File: config.mk
export PLATFORM = sky130hd
export DESIGN_NAME = tfr_recorder
export DESIGN_NICKNAME = d
export VERILOG_FILES = /design/src/tfr_pkg.sv /design/src/tfr_fault_slot.sv /design/src/tfr_recorder.sv
export SDC_FILE = /design/constraint.sdc
export NUM_CORES = 1
export LEC_CHECK = 0
export BUFFER_PORTS_ARGS = -buffer_cell sky130_fd_sc_hd__buf_2
export CAP_MARGIN = 20
export CORE_ASPECT_RATIO = 1.1
export CORE_MARGIN = 2
export CORE_UTILIZATION = 48
export CTS_CLUSTER_DIAMETER = 200
export CTS_CLUSTER_SIZE = 16
export DETAILED_ROUTE_END_ITERATION = 8
export GPL_TIMING_DRIVEN = 1
export PLACE_DENSITY = 0.79
export SYNTH_ARGS = -nofsm -noshare
export SYNTH_HDL_FRONTEND = slang
export SYNTH_SLANG_ARGS = --single-unit
File: constraint.sdc
create_clock -name clk_sys -period 2.8 [get_ports clk_sys]
set_input_delay 0.56 -clock clk_sys [delete_from_list [all_inputs] [get_ports clk_sys]]
set_output_delay 0.56 -clock clk_sys [all_outputs]
set_load 0.01 [all_outputs]
File: src/tfr_pkg.sv
// package: register map, field layout and error codes for the translation fault recorder
`default_nettype none
package tfr_pkg;
  // ==========================================================
  // register byte addresses
  localparam logic [15:0] ADDR_RENDER_FAULT = 16'h4094;
  localparam logic [15:0] ADDR_MEDIA_FAULT = 16'h4194;
  localparam logic [15:0] ADDR_COPY_FAULT = 16'h4294;
  localparam logic [15:0] ADDR_ERR_STATUS = 16'h40b0;
  localparam logic [15:0] ADDR_ERR_MASK = 16'h40b4;
  localparam logic [15:0] ADDR_ERR_IDENT = 16'h40b8;
  localparam logic [15:0] ADDR_INT_IDENT = 16'h40a4;
  localparam logic [15:0] ADDR_SRC_ERR = 16'h40bc;
  // ==========================================================
  // fault record fields
  localparam int FR_VPAGE_HI = 31;
  localparam int FR_VPAGE_LO = 12;
  localparam int FR_TSEL = 11;
  localparam int FR_SRC_HI = 10;
  localparam int FR_SRC_LO = 3;
  localparam int FR_VALID = 0;
  localparam int NUM_ENG = 3;
  // ==========================================================
  // error status bits, common to status, mask and identity
  localparam int ERR_W = 4;
  localparam int ERR_INV_ENTRY = 0;
  localparam int ERR_UNEXP_MISS = 1;
  localparam int ERR_INV_DATA = 2;
  localparam int ERR_INV_TILING = 3;
  localparam logic [ERR_W-1:0] ERR_PT_MASK = 4'hf;
  localparam logic [ERR_W-1:0] MASK_RESET = 4'hf;
  // master error bit of interrupt identity
  localparam int INT_MASTER_ERR = 15;
  // ==========================================================
  // stream kinds and tiling modes
  localparam logic [2:0] STR_RENDER = 3'h0;
  localparam logic [2:0] STR_MEDIA = 3'h1;
  localparam logic [2:0] STR_BLIT = 3'h2;
  localparam logic [2:0] STR_DISPLAY = 3'h3;
  localparam logic [2:0] STR_OVERLAY = 3'h4;
  localparam logic [2:0] STR_HOST = 3'h5;
  localparam logic [1:0] TILE_Y = 2'h2;
  localparam logic [1:0] TILE_BAD = 2'h3;
  localparam int ENTRY_VALID = 0;
  typedef enum logic [1:0] {
    APB_IDLE = 2'b00,
    APB_ACCESS = 2'b01
  } tfr_apb_t;
endpackage
`default_nettype wire

File: src/tfr_fault_slot.sv
// one engine's first-fault record register
`default_nettype none
module tfr_fault_slot (
  input wire logic clk_sys,
  input wire logic srst,
  input wire logic fault,
  input wire logic [19:0] fault_vpage,
  input wire logic fault_tsel,
  input wire logic [7:0] fault_src,
  input wire logic sw_wr,
  input wire logic [31:0] sw_wdata,
  output logic [31:0] rec
);
  logic valid_r;
  logic [19:0] vpage_r;
  logic tsel_r;
  logic [7:0] src_r;
  // ==========================================================
  // capture the first fault; software writing zero to valid re-arms and wipes fields
  always_ff @(posedge clk_sys) begin
    if (srst) begin
      valid_r <= 1'b0;
      vpage_r <= 20'h0;
      tsel_r <= 1'b0;
      src_r <= 8'h0;
    end else if (fault && (!valid_r || (sw_wr && !sw_wdata[tfr_pkg::FR_VALID]))) begin
      // a fault in the clear cycle is caught, not lost
      valid_r <= 1'b1;
      vpage_r <= fault_vpage;
      tsel_r <= fault_tsel;
      src_r <= fault_src;
    end else if (sw_wr && !sw_wdata[tfr_pkg::FR_VALID]) begin
      valid_r <= 1'b0;
      vpage_r <= 20'h0;
      tsel_r <= 1'b0;
      src_r <= 8'h0;
    end
  end
  // reserved bits 2:1 read zero
  assign rec = {vpage_r, tsel_r, src_r, 2'b00, valid_r};
endmodule // tfr_fault_slot
`default_nettype wire

File: src/tfr_recorder.sv
// translation fault recorder: error classification, cycle invalidation, fault records, apb regs
// Notes on behaviour
// - invalid table entry raises page table error
// - display/overlay lookaside miss raises unexpected-miss error
// - host entry to forbidden page raises error
// - bad tiling on blit/display/overlay raises error
// - page table errors clear only on reset
// - fault captures address, marks cycles invalid
// - invalid write dropped, invalid read returns zero
// - cached invalid entry keeps producing invalid cycles
// - each engine records only first fault
// - bits 31:12 hold frozen virtual page
// - bit 11 holds frozen table select
// - bits 10:3 hold frozen source id
// - valid resets zero, clearing wipes fields
// - identity write-one clears matching status bit
// - write-one clears master error bit
// - any identity bit raises master error
// - mask selects latched identity bits, persistent
//
// Decided for this implementation: the APB slave port.
`default_nettype none
module tfr_recorder (
  input wire logic clk_sys,
  input wire logic srst,
  // apb slave
  input wire logic psel,
  input wire logic penable,
  input wire logic pwrite,
  input wire logic [15:0] paddr,
  input wire logic [31:0] pwdata,
  output logic [31:0] prdata,
  output logic pready,
  output logic pslverr,
  // client request, one cycle per pulse
  input wire logic req_valid,
  input wire logic req_write,
  input wire logic [31:0] req_vaddr,
  input wire logic [31:0] req_wdata,
  input wire logic [2:0] req_stream,
  input wire logic [7:0] req_source_id,
  input wire logic req_table_select,
  input wire logic [1:0] req_tiling,
  input wire logic req_tlb_hit,
  input wire logic [31:0] req_entry,
  input wire logic req_page_forbidden,
  // client response
  output logic rsp_valid,
  output logic rsp_invalid,
  output logic [31:0] rsp_rdata,
  // downstream memory queue
  output logic mq_valid,
  output logic mq_write,
  output logic [31:0] mq_addr,
  output logic [31:0] mq_wdata,
  input wire logic [31:0] mq_rdata,
  // master error level toward interrupt logic
  output logic master_error
);
  localparam int ERR_W_L = tfr_pkg::ERR_W;
  // error status, mask, identity and sticky source bits, one per error kind
  logic [ERR_W_L-1:0] err_status_r;
  logic [ERR_W_L-1:0] err_mask_r;
  logic [ERR_W_L-1:0] err_ident_r;
  logic [ERR_W_L-1:0] src_err_r;
  logic master_r;
  // per-request decode and register bus strobes
  logic [ERR_W_L-1:0] err_event;
  logic fault_now;
  logic [2:0] fault_hit;
  logic [2:0] slot_wr;
  logic [31:0] rec [3];
  logic apb_wr;
  logic apb_rd;
  logic ident_wr;
  logic int_wr;
  logic src_wr;
  logic [31:0] rd_nxt;
  logic hit_map;
  tfr_pkg::tfr_apb_t apb_r;
  // stream classes for the request-time checks
  logic strm_disp_ovl;
  logic strm_tiling_chk;
  logic strm_y_bad;

  // ==========================================================
  // stream classes: display and overlay expect lookaside hits; y-major is illegal on render, display and overlay
  assign strm_disp_ovl = req_stream == tfr_pkg::STR_DISPLAY ||
    req_stream == tfr_pkg::STR_OVERLAY;
  assign strm_y_bad = req_stream == tfr_pkg::STR_RENDER || strm_disp_ovl;
  assign strm_tiling_chk = req_stream == tfr_pkg::STR_BLIT || strm_y_bad;

  // error classification; every check is made at request time
  always_comb begin
    err_event = '0;
    if (req_valid) begin
      err_event[tfr_pkg::ERR_INV_ENTRY] = !req_entry[tfr_pkg::ENTRY_VALID];
      err_event[tfr_pkg::ERR_UNEXP_MISS] = !req_tlb_hit && strm_disp_ovl;
      err_event[tfr_pkg::ERR_INV_DATA] = req_page_forbidden &&
        (req_stream == tfr_pkg::STR_HOST);
      err_event[tfr_pkg::ERR_INV_TILING] = strm_tiling_chk &&
        (req_tiling == tfr_pkg::TILE_BAD || (req_tiling == tfr_pkg::TILE_Y && strm_y_bad));
    end
  end

  // the entry, whether freshly fetched or a cached lookaside hit, decides validity alike
  // an invalid entry cached in the lookaside buffer therefore faults on every hit
  assign fault_now = req_valid && !req_entry[tfr_pkg::ENTRY_VALID];

  // route fault to engine slot by stream
  // stream codes beyond host also land on the render record
  always_comb begin
    fault_hit = 3'b000;
    case (req_stream)
      tfr_pkg::STR_MEDIA: fault_hit[1] = fault_now;
      tfr_pkg::STR_BLIT: fault_hit[2] = fault_now;
      default: fault_hit[0] = fault_now; // render owns display, overlay, host streams
    endcase
  end

  // ==========================================================
  // downstream queue: invalid writes never leave, reads of invalid cycles come back zero
  // write data still moves on a dropped write; mq_valid low is what keeps it out
  always_ff @(posedge clk_sys) begin
    if (srst) begin
      mq_valid <= 1'b0;
      mq_write <= 1'b0;
      mq_addr <= 32'h0;
      mq_wdata <= 32'h0;
    end else begin
      mq_valid <= req_valid && !(fault_now && req_write);
      mq_write <= req_write;
      mq_addr <= {req_entry[tfr_pkg::FR_VPAGE_HI:tfr_pkg::FR_VPAGE_LO], req_vaddr[11:0]};
      mq_wdata <= req_wdata;
    end
  end

  // client answer; read data assumed returned by queue in the same cycle as the request
  // limitation: no tag pairs late queue data with its request, so the queue must not lag
  always_ff @(posedge clk_sys) begin
    if (srst) begin
      rsp_valid <= 1'b0;
      rsp_invalid <= 1'b0;
      rsp_rdata <= 32'h0;
    end else begin
      rsp_valid <= req_valid;
      rsp_invalid <= fault_now;
      rsp_rdata <= (fault_now || req_write) ? 32'h0 : mq_rdata;
    end
  end

  // ==========================================================
  // fault records, one per engine; the address is latched on fault
  // display, overlay and host traffic is charged to the render engine record
  genvar g;
  generate
    for (g = 0; g < tfr_pkg::NUM_ENG; g++) begin : g_slot
      tfr_fault_slot u_slot (
        .clk_sys(clk_sys),
        .srst(srst),
        .fault(fault_hit[g]),
        .fault_vpage(req_vaddr[tfr_pkg::FR_VPAGE_HI:tfr_pkg::FR_VPAGE_LO]),
        .fault_tsel(req_table_select),
        .fault_src(req_source_id),
        .sw_wr(slot_wr[g]),
        .sw_wdata(pwdata),
        .rec(rec[g])
      );
    end
  endgenerate

  // ==========================================================
  // apb decode: setup then one-cycle access, no wait states
  // a write lands only at the edge where the access phase meets pready
  assign apb_wr = psel && penable && pwrite && pready;
  assign apb_rd = psel && !penable && !pwrite;
  assign slot_wr[0] = apb_wr && paddr == tfr_pkg::ADDR_RENDER_FAULT;
  assign slot_wr[1] = apb_wr && paddr == tfr_pkg::ADDR_MEDIA_FAULT;
  assign slot_wr[2] = apb_wr && paddr == tfr_pkg::ADDR_COPY_FAULT;
  assign ident_wr = apb_wr && paddr == tfr_pkg::ADDR_ERR_IDENT;
  assign int_wr = apb_wr && paddr == tfr_pkg::ADDR_INT_IDENT;
  assign src_wr = apb_wr && paddr == tfr_pkg::ADDR_SRC_ERR;

  always_comb begin
    rd_nxt = 32'h0;
    hit_map = 1'b1;
    case (paddr)
      tfr_pkg::ADDR_RENDER_FAULT: rd_nxt = rec[0];
      tfr_pkg::ADDR_MEDIA_FAULT: rd_nxt = rec[1];
      tfr_pkg::ADDR_COPY_FAULT: rd_nxt = rec[2];
      tfr_pkg::ADDR_ERR_STATUS: rd_nxt = {28'h0, err_status_r};
      tfr_pkg::ADDR_ERR_MASK: rd_nxt = {28'h0, err_mask_r};
      tfr_pkg::ADDR_ERR_IDENT: rd_nxt = {28'h0, err_ident_r};
      tfr_pkg::ADDR_INT_IDENT: rd_nxt = {16'h0, master_r, 15'h0};
      tfr_pkg::ADDR_SRC_ERR: rd_nxt = {28'h0, src_err_r};
      default: hit_map = 1'b0;
    endcase
  end

  // handshake: pready rises in the access phase
  // read data is taken at the setup edge, so prdata stands through the access cycle
  always_ff @(posedge clk_sys) begin
    if (srst) begin
      apb_r <= tfr_pkg::APB_IDLE;
      pready <= 1'b0;
      pslverr <= 1'b0;
      prdata <= 32'h0;
    end else begin
      case (apb_r)
        tfr_pkg::APB_IDLE: begin
          pready <= 1'b0;
          if (psel && !penable) begin
            apb_r <= tfr_pkg::APB_ACCESS;
            pready <= 1'b1;
            pslverr <= !hit_map;
            if (apb_rd) begin
              prdata <= rd_nxt;
            end
          end
        end
        tfr_pkg::APB_ACCESS: begin
          // drop back so a stale word never reads as fresh
          apb_r <= tfr_pkg::APB_IDLE;
          pready <= 1'b0;
          pslverr <= 1'b0;
          prdata <= 32'h0;
        end
        default: apb_r <= tfr_pkg::APB_IDLE;
      endcase
    end
  end

  // ==========================================================
  // mask register; reset masks all errors
  // masking hides identity bits only; status keeps recording underneath
  always_ff @(posedge clk_sys) begin
    if (srst) begin
      err_mask_r <= tfr_pkg::MASK_RESET;
    end else if (apb_wr && paddr == tfr_pkg::ADDR_ERR_MASK) begin
      err_mask_r <= pwdata[ERR_W_L-1:0];
    end
  end

  // functional source register: page table bits are sticky and ignore software
  // trade-off: these sources never clear, so status re-sets after a write-one
  always_ff @(posedge clk_sys) begin
    if (srst) begin
      src_err_r <= '0;
    end else begin
      src_err_r <= src_err_r | (err_event & tfr_pkg::ERR_PT_MASK);
    end
  end

  // status follows sources; identity write-one clears a status bit, set wins
  // a new event in the clear cycle is kept rather than lost
  always_ff @(posedge clk_sys) begin
    if (srst) begin
      err_status_r <= '0;
    end else begin
      err_status_r <= err_event | src_err_r |
        (err_status_r & ~(ident_wr ? pwdata[ERR_W_L-1:0] : '0));
    end
  end

  // identity latches unmasked status and persists until written one
  // one write may clear several bits, which is how software should do it
  always_ff @(posedge clk_sys) begin
    if (srst) begin
      err_ident_r <= '0;
    end else begin
      err_ident_r <= (err_status_r & ~err_mask_r) |
        (err_ident_r & ~(ident_wr ? pwdata[ERR_W_L-1:0] : '0));
    end
  end

  // master error: set by any identity bit, write-one clear, set wins
  // a write-one has no effect while any identity bit is still set
  always_ff @(posedge clk_sys) begin
    if (srst) begin
      master_r <= 1'b0;
    end else begin
      master_r <= (|err_ident_r) ||
        (master_r && !(int_wr && pwdata[tfr_pkg::INT_MASTER_ERR]));
    end
  end

  // output straight from flop
  // one extra flop costs a cycle but keeps the decode off the pin
  always_ff @(posedge clk_sys) begin
    if (srst) begin
      master_error <= 1'b0;
    end else begin
      master_error <= master_r;
    end
  end

  // writes to the source register are accepted but have no effect on page table errors
  // the decode is kept so a later non page table source can hook in
  logic unused_src_wr;
  assign unused_src_wr = src_wr;
endmodule // tfr_recorder
`default_nettype wire

After elaboration in Yosys (flattened, before gate mapping)
Cells that the tools add are included.

Input port bits: 199. Output and inout bits: 135. Logic and storage cells: 149. Flip-flop bits (word level): 243.

Reductions and logical operators: 59. Mux-type cells: 35. Eq/ne operators: 17. Bitwise operators: 9.

Operators by type and width (number): 32-bit one-hot mux with 8 select lines (1); 16-bit by 15-bit equality test with 1-bit output (second input constant) (8); 20-bit 2-to-1 mux (6); 32-bit 2-to-1 mux (2); 32-bit one-hot mux with 2 select lines (1); 8-bit 2-to-1 mux (6); 1-bit logical AND (26); 1-bit 2-to-1 mux (15); 4-bit bitwise AND (3); 4-bit OR (3); 1-bit logical NOT (11); 1-bit logical OR (9); 4-bit 2-to-1 mux (2); 4-bit NOT (2); 2-bit nonzero test (4); 8-bit OR reduction (1); 3-bit by 2-bit equality test with 1-bit output (second input constant) (2); 3-bit equality test (second input constant) (2); 2-bit OR reduction (3); 2-bit equality test (second input constant) (2); 2-bit inequality test (second input constant) (2); 1-bit one-hot mux with 2 select lines (2); 4-bit OR reduction (1); 3-bit by 1-bit equality test with 1-bit output (second input constant) (1); 5 further kinds (5).

Depth between registers and ports, before layout
Gate-level depths: netlist of the first run.

Word-level depth: 9. Mapped depth: 8. Mapped depth without buffers: 5.

Modules after synthesis
From an unflattened synthesis of the first run, not the netlist that was laid out.

Cells, all modules: 763. Area total of the unflattened synthesis: 8366.8 µm².

Modules (own cells, without submodules): tfr_recorder (instances 1, area an instance 5401.4 µm², cells an instance 532); tfr_fault_slot (instances 3, area an instance 988.4 µm², cells an instance 77).

Worst setup path after synthesis of the first run
No wires, ideal clock.

Path kind: in2reg. Start: input paddr[6]. End: register g_slot[0].u_slot.vpage_r[10]. Stages on the path: 7. Arrival time: 2024 ps. Path slack: 708 ps. Path through: nor4b_4 nand4_4 o41ai_2 nand2b_1 buf_2 buf_6 o2bb2ai_2.

Word-level cells in the longest chain between the ends: 6. Elaborated cells on any way between the ends: 7. Those cells by class: eq/ne (1); mux (1); reduce/logical (5).

RTL lines: start, declared (RTL line tfr_recorder.sv:30) `input wire logic [15:0] paddr,`; 16-bit by 15-bit equality test with 1-bit output (*) (RTL line tfr_recorder.sv:177) `assign slot_wr[0] = apb_wr && paddr == tfr_pkg::ADDR_RENDER_FAULT;`; 1-bit logical AND (*) (RTL line tfr_recorder.sv:177); 1-bit logical AND (*) (RTL line tfr_fault_slot.sv:26, tfr_fault_slot.sv:32); 1-bit logical OR (RTL line tfr_fault_slot.sv:26) `end else if (fault && (!valid_r || (sw_wr && !sw_wdata[tfr_pkg::FR_VALID]))) begin`; 1-bit logical AND (RTL line tfr_fault_slot.sv:26); 20-bit 2-to-1 mux / 2-bit nonzero test (equally long branches); end signal, assigned (RTL line tfr_fault_slot.sv:29) `vpage_r <= fault_vpage;`; end, declared (RTL line tfr_fault_slot.sv:15) `logic [19:0] vpage_r;`.

Mark *: on every way between the ends. The rest lies on a longest branch, timed or not. A chain may end at the register's enable or synchronous reset.

Final worst setup path of the first run
Start: register pready. End: register g_slot[2].u_slot.vpage_r[9].

Word-level cells in the longest chain between the ends: 6. Elaborated cells on any way between the ends: 7. Those cells by class: mux (1); reduce/logical (6).

RTL lines: start, declared (RTL line tfr_recorder.sv:33) `output logic pready,`; start signal, assigned (RTL line tfr_recorder.sv:205) `pready <= 1'b0;`; start signal, assigned (RTL line tfr_recorder.sv:211) `pready <= 1'b0;`; start signal, assigned (RTL line tfr_recorder.sv:214) `pready <= 1'b1;`; 1-bit logical AND (*) (RTL line tfr_recorder.sv:175) `assign apb_wr = psel && penable && pwrite && pready;`; 1-bit logical AND (*) (RTL line tfr_recorder.sv:179) `assign slot_wr[2] = apb_wr && paddr == tfr_pkg::ADDR_COPY_FAULT;`; 1-bit logical AND (*) (RTL line tfr_fault_slot.sv:26, tfr_fault_slot.sv:32); 1-bit logical OR (RTL line tfr_fault_slot.sv:26); 1-bit logical AND (RTL line tfr_fault_slot.sv:26); 20-bit 2-to-1 mux / 2-bit nonzero test (equally long branches); end signal, assigned (RTL line tfr_fault_slot.sv:29); end, declared (RTL line tfr_fault_slot.sv:15).

Marked as above.

==> impl_results.md, run 1 <==
* Outcome: finished clean
* Hold WC Path Type: input pin to flip-flop
* Largest fanout on the critical path at 20
* X dimension of the die at 131 um
* Cell chosen for the clock root: sky130_fd_sc_hd__clkbuf_16
* Worst IR Drop VDD at 551 uV
* Pin count of the biggest net entering global routing at 76
* Number of antenna violations at the first check in global routing at 4
* CTS Buffer Depth at 3
* Clock tree from TritonCTS: yes
* Fraction of final layout cells with drive strength greater than 1 at 0.344
* Final setup violation count at 0
* HPWL reported at the end of detailed placement at 16.1 mm
* Cell area after placement at 0.0103 mm^2
* Post-synthesis net count at 1007
* Post-route total power at 6.55 mW
* Number of gates resized after cts at 0
* Worst slew pin tran at 0.550 ns
* Number of cell rows at 51
* Share of the synthesized area in the top cell type at 0.572
* Total gr overflow at 0
* Warnings, synthesis at 0
* Layout net count at 1293
* Number of buffers added by the clock tree synthesis step at 19
* Pwr per Cell Area at 604 mW/mm^2
* Fill cell count at 1465
* Post-route DRC at 0
* Footprint of the multi-input gates at 0.00345 mm^2
* Max Cap Viol at 0
* Die footprint at 0.0188 mm^2
* Max transition margin at 0.630
* Data arrival at the endpoint of the critical path at 2.36 ns
* Hold buffer count at CTS at 0
* Vias per cell at 5.28
* Number of endpoints with negative hold slack in the final report at 0
* Average wire per cell in the routed design at 17.4 um
* Area added between synthesis and finish at 27.6%
* Clk slew on worst S/H paths at 0.07 ns
* Mapped cell area at 0.00850 mm^2
* Total clock sinks at 243
* Clock Skew at 0.0177 ns
* Global-route total usage across every layer at 0.242
* Count of flip-flops with a built-in enable after synthesis at 0
* Required time of the worst setup path at 3.16 ns
* F_max at 499 MHz
* Routed wire length at 23.2 mm
* Final period util at 0.715
* Flip-flop and latch count after synthesis at 243
* Number of global-route vias before repair at 6967
* Fin area at 0.0108 mm^2
* DR vias at 7047
* First DRT Iteration DRCs at 354
* Kind of capture point of the worst setup path: flip-flop
* Flop2flop setup slack at 0.80 ns
* H-tree levels at 1
* Reported leakage power at 4.52 nW
* Height of the chip at 144 um
* Leading post-synthesis cells by cell area: sky130_fd_sc_hd__dfxtp_1 (57%), sky130_fd_sc_hd__o2bb2ai_1 (7.9%), sky130_fd_sc_hd__nor2b_1 (5.5%), sky130_fd_sc_hd__nand2_1 (4.5%), sky130_fd_sc_hd__and2_1 (4.4%)
* Mean post-synth cell area at 10.5 um^2
* Proportion of synthesized chip area in sequential cells at 0.572
* Core Region at 0.0175 mm^2
* Count of distinct cell types in the synthesized netlist at 53
* # port buffers at 295
* First-pass GRT wire length at 36.0 mm
* RSZ-0062 raised after global routing: no
* Final antenna-violating net count at 0
* Shortest period the worst path allows at 2.00 ns
* Routability Congestion at 0.805
* Share of flip-flops with an asynchronous set or reset after synthesis at 0
* Total count of max-transition violations in the final report at 0
* IO Pins at 334
* Starting density of the core at 0.485
* Sequential standard cell area at 0.00486 mm^2
* Source-to-sink clock delay at the later pin of the worst-skew pair at 0.50 ns
* Summed negative setup slack over all endpoints at 0 ns
* Element type at the critical path start: flip-flop
* Classification of the worst setup path: flip-flop to flip-flop
* Cell taking the most area after synthesis: sky130_fd_sc_hd__dfxtp_1
* Post-CTS setup-driven buffer insertion count at 0
* Most instantiated flip-flop cell in the synthesis netlist: sky130_fd_sc_hd__dfxtp_1
* Synthesized instance count at 808
* Iteration count of the initial detailed-routing pass at 5
==> through the flow <==
| step | util | std cells | worst slack, ns | hold slack, ns |
|---|---|---|---|---|
| after floorplan | - | 808 | 0.708 | 0.432 |
| after global placement | 0.589 | 1311 | 0.393 | 0.437 |
| after detailed placement | 0.589 | 1311 | 0.365 | 0.439 |
| after CTS | 0.618 | 1332 | 0.810 | 0.243 |
| after global routing | 0.618 | 1332 | 0.690 | 0.247 |
| final | 0.618 | 1334 | 0.797 | 0.261 |
==> final timing paths <==
kind,start,endpoint,cells after the start
setup / recovery,pready$_SDFF_PP0_,g_slot[2].u_slot.vpage_r[9]$_SDFFE_PP0P_,7
hold / removal,mq_rdata[22],rsp_rdata[22]$_SDFF_PP0_,2
setup reg to reg,pready$_SDFF_PP0_,g_slot[2].u_slot.vpage_r[9]$_SDFFE_PP0P_,7
hold reg to reg,prdata[1]$_SDFFE_PP0P_,prdata[1]$_SDFFE_PP0P_,2
==> registers in the layout (all words and copies together), names as in the netlist, 3 cells and up <==
register	count
err_status_r	4
err_mask_r	4
err_ident_r	4
g_slot.u_slot.src_r	24
src_err_r	4
prdata	32
mq_wdata	32
g_slot.u_slot.vpage_r	60
rsp_rdata	32
mq_addr	32
g_slot.u_slot.valid_r	3
g_slot.u_slot.tsel_r	3
==> final cells by class <==
| class | count | share of cell area |
|---|---|---|
| sequential | 243 | 0.448 |
| tap | 238 | 0.0274 |
| antenna | 2 | 0.000461 |
| inverter | 5 | 0.00173 |
| clock inverter | 2 | 0.00231 |
| timing repair buffer | 320 | 0.158 |
| clock buffer | 19 | 0.0438 |
| multi-input combinational | 505 | 0.318 |
==> layer usage <==
metal / share of wire / vias up / GRT usage
li1: - / 3417 / -
met1: 0.40 / 3356 / 0.294
met2: 0.51 / 245 / 0.425
met3: 0.079 / 25 / 0.0633
met4: 0.014 / 4 / 0.0638
met5: 0.0010 / - / 0
==> cell usage in the layout, fill, tap and decap left out, drive strengths merged, types with 2 or more instances in the layout <==
cell type	Yosys	layout
buf	21	320
o31ai	2	2
a31o	3	3
mux2	2	2
mux4	2	2
nor4b	2	2
nand2	101	101
o41ai	2	2
o21ai	9	9
inv	5	6
a21oi	16	16
nand4	4	4
mux2i	4	4
nor3	4	4
nor4	5	5
nor3b	3	3
nor2	29	29
and2	60	60
nand3	6	6
nor2b	75	75
nand2b	8	8
o2bb2ai	87	87
dfxtp	243	243
a211o	2	2
clkbuf	34	19
a22o	2	2
a221oi	27	27
a211oi	2	2
a22oi	32	32
diode	0	2
==> Yosys cell counts (all sizes together) (3+ instances only) <==
library cell  instances
a21oi                16
a221oi               27
a22oi                32
a31o                  3
and2                 60
buf                  21
clkbuf               34
dfxtp               243
inv                   5
mux2i                 4
nand2               101
nand2b                8
nand3                 6
nand4                 4
nor2                 29
nor2b                75
nor3                  4
nor3b                 3
nor4                  5
o21ai                 9
o2bb2ai              87
==> critical path, stage by stage (launching register included) <==
cell and delay [ns]:
sky130_fd_sc_hd__dfxtp_1 0.33, sky130_fd_sc_hd__nand4_1 0.16, sky130_fd_sc_hd__or4_4 0.49, sky130_fd_sc_hd__nor2_1 0.24, sky130_fd_sc_hd__buf_4 0.20, sky130_fd_sc_hd__a211oi_4 0.06, sky130_fd_sc_hd__buf_4 0.23, sky130_fd_sc_hd__o2bb2ai_1 0.15
==> power by group <==
part / switching (mW) / total (mW) / internal [mW]
logic: 0.301 / 0.536 / 0.235
registers: 0.0419 / 3.61 / 3.57
clock network: 1.19 / 2.41 / 1.22
total: 1.53 / 6.55 / 5.02
==> logic make-up after synthesis <==
family / after synthesis / synth area share
AO/OA/AOI/OAI: 190 / 0.188
XOR/XNOR: 1 / 0.00103
buffers and inverters: 60 / 0.0303
flip-flops: 243 / 0.572
multiplexers: 8 / 0.0127
AND/OR/NAND/NOR: 306 / 0.196
No activity file was read; power rests on OpenSTA's default activity.
==> run 2, diff against run 1 <==
Settings changed: CORE_UTILIZATION 48 to 44, PLACE_DENSITY 0.79 to 0.76.
Clock period 2.8 ns to 1.6 ns, I/O delays scaled along.
==> run 2 against run 1 <==
Compared with the run above:
- global-route usage down 1.3 points
- clock power up 73%
- the flow now finishes with violations (negative setup slack)
- non-clock buffer count up 63
- largest power group unchanged
- combinational power up 100%
- flip-flop and latch count unchanged
- critical path depth down 1
- hold slack worse by 0.23 ns
- die area up 8.8%
- highest routed layer is now met4
- design area up 7.6%
- clock skew down 0.0083 ns
- largest cell class unchanged
==> impl_results.md, run 2 (synthesized netlist as in run 1, its figures left out) <==
* Outcome: complete, but fails checks (was finished clean)
* Failing checks: negative setup slack
* Worst slew pin tran at 0.458 ns (was 0.550 ns)
* Reported leakage power at 4.95 nW (was 4.52 nW)
* Post-route DRC at 0 (unchanged)
* Clock tree from TritonCTS: yes (unchanged)
* Classification of the worst setup path: flip-flop to flip-flop (unchanged)
* CTS Buffer Depth at 3 (unchanged)
* X dimension of the die at 137 um (was 131 um)
* Source-to-sink clock delay at the later pin of the worst-skew pair at 0.49 ns (was 0.50 ns)
* Pin count of the biggest net entering global routing at 48 (was 76)
* Core Region at 0.0190 mm^2 (was 0.0175 mm^2)
* Largest fanout on the critical path at 14 (was 20)
* Total placed cells including tap cells at 1369 (was 1311)
* Height of the chip at 150 um (was 144 um)
* Most used cells in the layout excluding fill and tap cells: sky130_fd_sc_hd__buf_2 (295), sky130_fd_sc_hd__dfxtp_1 (242), sky130_fd_sc_hd__nand2_1 (101), sky130_fd_sc_hd__nor2b_1 (75), sky130_fd_sc_hd__o2bb2ai_1 (73) (was sky130_fd_sc_hd__buf_2 (295), sky130_fd_sc_hd__dfxtp_1 (243), sky130_fd_sc_hd__nand2_1 (101), sky130_fd_sc_hd__o2bb2ai_1 (77), sky130_fd_sc_hd__nor2b_1 (75))
* IO Pins at 334 (unchanged)
* Top routing layer in use: met4 (was met5)
* Vias per cell at 5.23 (was 5.28)
* Min setup slack post-route at -0.275 ns (was 0.797 ns)
* Element type at the critical path start: flip-flop (unchanged)
* First-pass GRT wire length at 37.3 mm (was 36.0 mm)
* Number of endpoints with negative hold slack in the final report at 0 (unchanged)
* Max Cap Viol at 0 (unchanged)
* Worst IR Drop VDD at 958 uV (was 551 uV)
* Average wire per cell in the routed design at 17.9 um (was 17.4 um)
* Number of antenna violations at the first check in global routing at 2 (was 4)
* H-tree levels at 1 (unchanged)
* Final hold slack at 0.0295 ns (was 0.261 ns)
* Total clock sinks at 243 (unchanged)
* Cell chosen for the clock root: sky130_fd_sc_hd__clkbuf_16 (unchanged)
* Number of global-route vias before repair at 7210 (was 6967)
* RSZ-0062 raised after global routing: yes (was no)
* Flip-flop count of the largest register after layout at 60 (unchanged)
* Clock Skew at 0.00938 ns (was 0.0177 ns)
* Final setup violation count at 88 (was 0)
* Final period util at 1.17 (was 0.715)
* Required time of the worst setup path at 2.02 ns (was 3.16 ns)
* Pwr per Cell Area at 991 mW/mm^2 (was 604 mW/mm^2)
* Fill cell count at 1567 (was 1465)
* Hold WC Path Type: input pin to flip-flop (unchanged)
* ANT cells at 0 (was 2)
* First DRT Iteration DRCs at 359 (was 354)
* Largest reg by FF count: g_slot.u_slot.vpage_r (unchanged)
* DR WL met3 at 2.31 mm (was 1.83 mm)
* Post-route total power at 11.6 mW (was 6.55 mW)
* Most common cell after layout, fill and taps aside: sky130_fd_sc_hd__buf_2 (unchanged)
* Starting density of the core at 0.447 (was 0.485)
* Shortest period the worst path allows at 1.88 ns (was 2.00 ns)
* Global-route total usage across every layer at 0.230 (was 0.242)
* Sum of routed wire segments on met1 at 9.66 mm (was 9.23 mm)
* HPWL reported at the end of detailed placement at 17.5 mm (was 16.1 mm)
* Max transition margin at 0.695 (was 0.630)
* Final antenna-violating net count at 0 (unchanged)
* Hold buffer count at CTS at 0 (unchanged)
* Data arrival at the endpoint of the critical path at 2.30 ns (was 2.36 ns)
* Area added between synthesis and finish at 37.2% (was 27.6%)
* Total gr overflow at 0 (unchanged)
* Final cell count without fillers at 1403 (was 1334)
* Number of buffers added by the clock tree synthesis step at 19 (unchanged)
* Fraction of final layout cells with drive strength greater than 1 at 0.400 (was 0.344)
* Kind of capture point of the worst setup path: flip-flop (unchanged)
* DR vias at 7339 (was 7047)
* Number of cell rows at 53 (was 51)
* Iteration count of the initial detailed-routing pass at 5 (unchanged)
* Layout net count at 1356 (was 1293)
* Routed wire length at 25.2 mm (was 23.2 mm)
* Met2 routed WL at 12.7 mm (was 11.8 mm)
* Routability Congestion at 0.858 (was 0.805)
* Clk slew on worst S/H paths at 0.07 ns (about the same)
* Die footprint at 0.0205 mm^2 (was 0.0188 mm^2)
* # port buffers at 295 (unchanged)
* F_max at 533 MHz (was 499 MHz)
* Total count of max-transition violations in the final report at 0 (unchanged)
==> run 2: worst max-delay path, stage by stage, from the launching register on <==
cell and delay [ns]:
sky130_fd_sc_hd__dfxtp_2 0.33, sky130_fd_sc_hd__nand4_1 0.16, sky130_fd_sc_hd__or4_4 0.53, sky130_fd_sc_hd__o41ai_4 0.32, sky130_fd_sc_hd__nand2b_4 0.13, sky130_fd_sc_hd__clkbuf_16 0.21
sky130_fd_sc_hd__o2bb2ai_1 0.13
==> run 2: power by group <==
part	total, mW	internal, mW	switching (mW)
Combinational	1.08	0.518	0.565
Clock	4.16	2.12	2.04
Sequential	6.32	6.24	0.0781
==> run 2: cell type report <==
| type | count | area, um^2 | share of cell area |
|---|---|---|---|
| Clock buffer | 19 | 475 | 0.0407 |
| Clock inverter | 1 | 16.3 | 0.00139 |
| Inverter | 5 | 18.8 | 0.00161 |
| Multi-Input combinational cell | 505 | 3620 | 0.310 |
| Sequential cell | 243 | 4870 | 0.417 |
| Tap cell | 247 | 309 | 0.0265 |
| Timing Repair Buffer | 383 | 2360 | 0.203 |
==> run 2: final timing paths <==
check                                                              start                                       end  slack (ns)  cells after the start
worst max-delay path                                   pready$_SDFF_PP0_  g_slot[0].u_slot.vpage_r[3]$_SDFFE_PP0P_       -0.28                      6
worst min register to register  g_slot[2].u_slot.vpage_r[9]$_SDFFE_PP0P_  g_slot[2].u_slot.vpage_r[9]$_SDFFE_PP0P_        0.47                      1
worst max register to register                         pready$_SDFF_PP0_  g_slot[0].u_slot.vpage_r[3]$_SDFFE_PP0P_       -0.28                      6
worst min-delay path                                        mq_rdata[14]                  rsp_rdata[14]$_SDFF_PP0_        0.03                      2
==> run 2: metrics by stage <==
| stage | setup WS (ns) | utilization | area [um^2] | setup TNS [ns] |
|---|---|---|---|---|
| 2_1_floorplan | -0.237 | - | 8640 | -17.94 |
| 3_3_place_gp | -0.401 | 0.571 | 10900 | -46.12 |
| 3_5_place_dp | -0.466 | 0.571 | 10900 | -48.42 |
| 4_1_cts | -0.235 | 0.598 | 11400 | -18.19 |
| 5_1_grt | -0.372 | 0.613 | 11700 | -28.09 |
| 6_report | -0.275 | 0.613 | 11700 | -19.66 |
==> run 2: timing repair <==
item | in CTS | in global routing
pin swaps | 1 | 7
resized for setup | 3 | 21
buffers inserted | 0 | 9
gates cloned | 0 | 5
setup endpoints to repair | 87 | 111
==> run 2: routing by layer <==
| metal | up-vias | global-route usage |
|---|---|---|
| met2 | 289 | 0.406 |
| met4 | 0 | 0.0552 |
| met3 | 39 | 0.0630 |
| li1 | 3533 | - |
| met5 | - | 0 |
| met1 | 3478 | 0.276 |
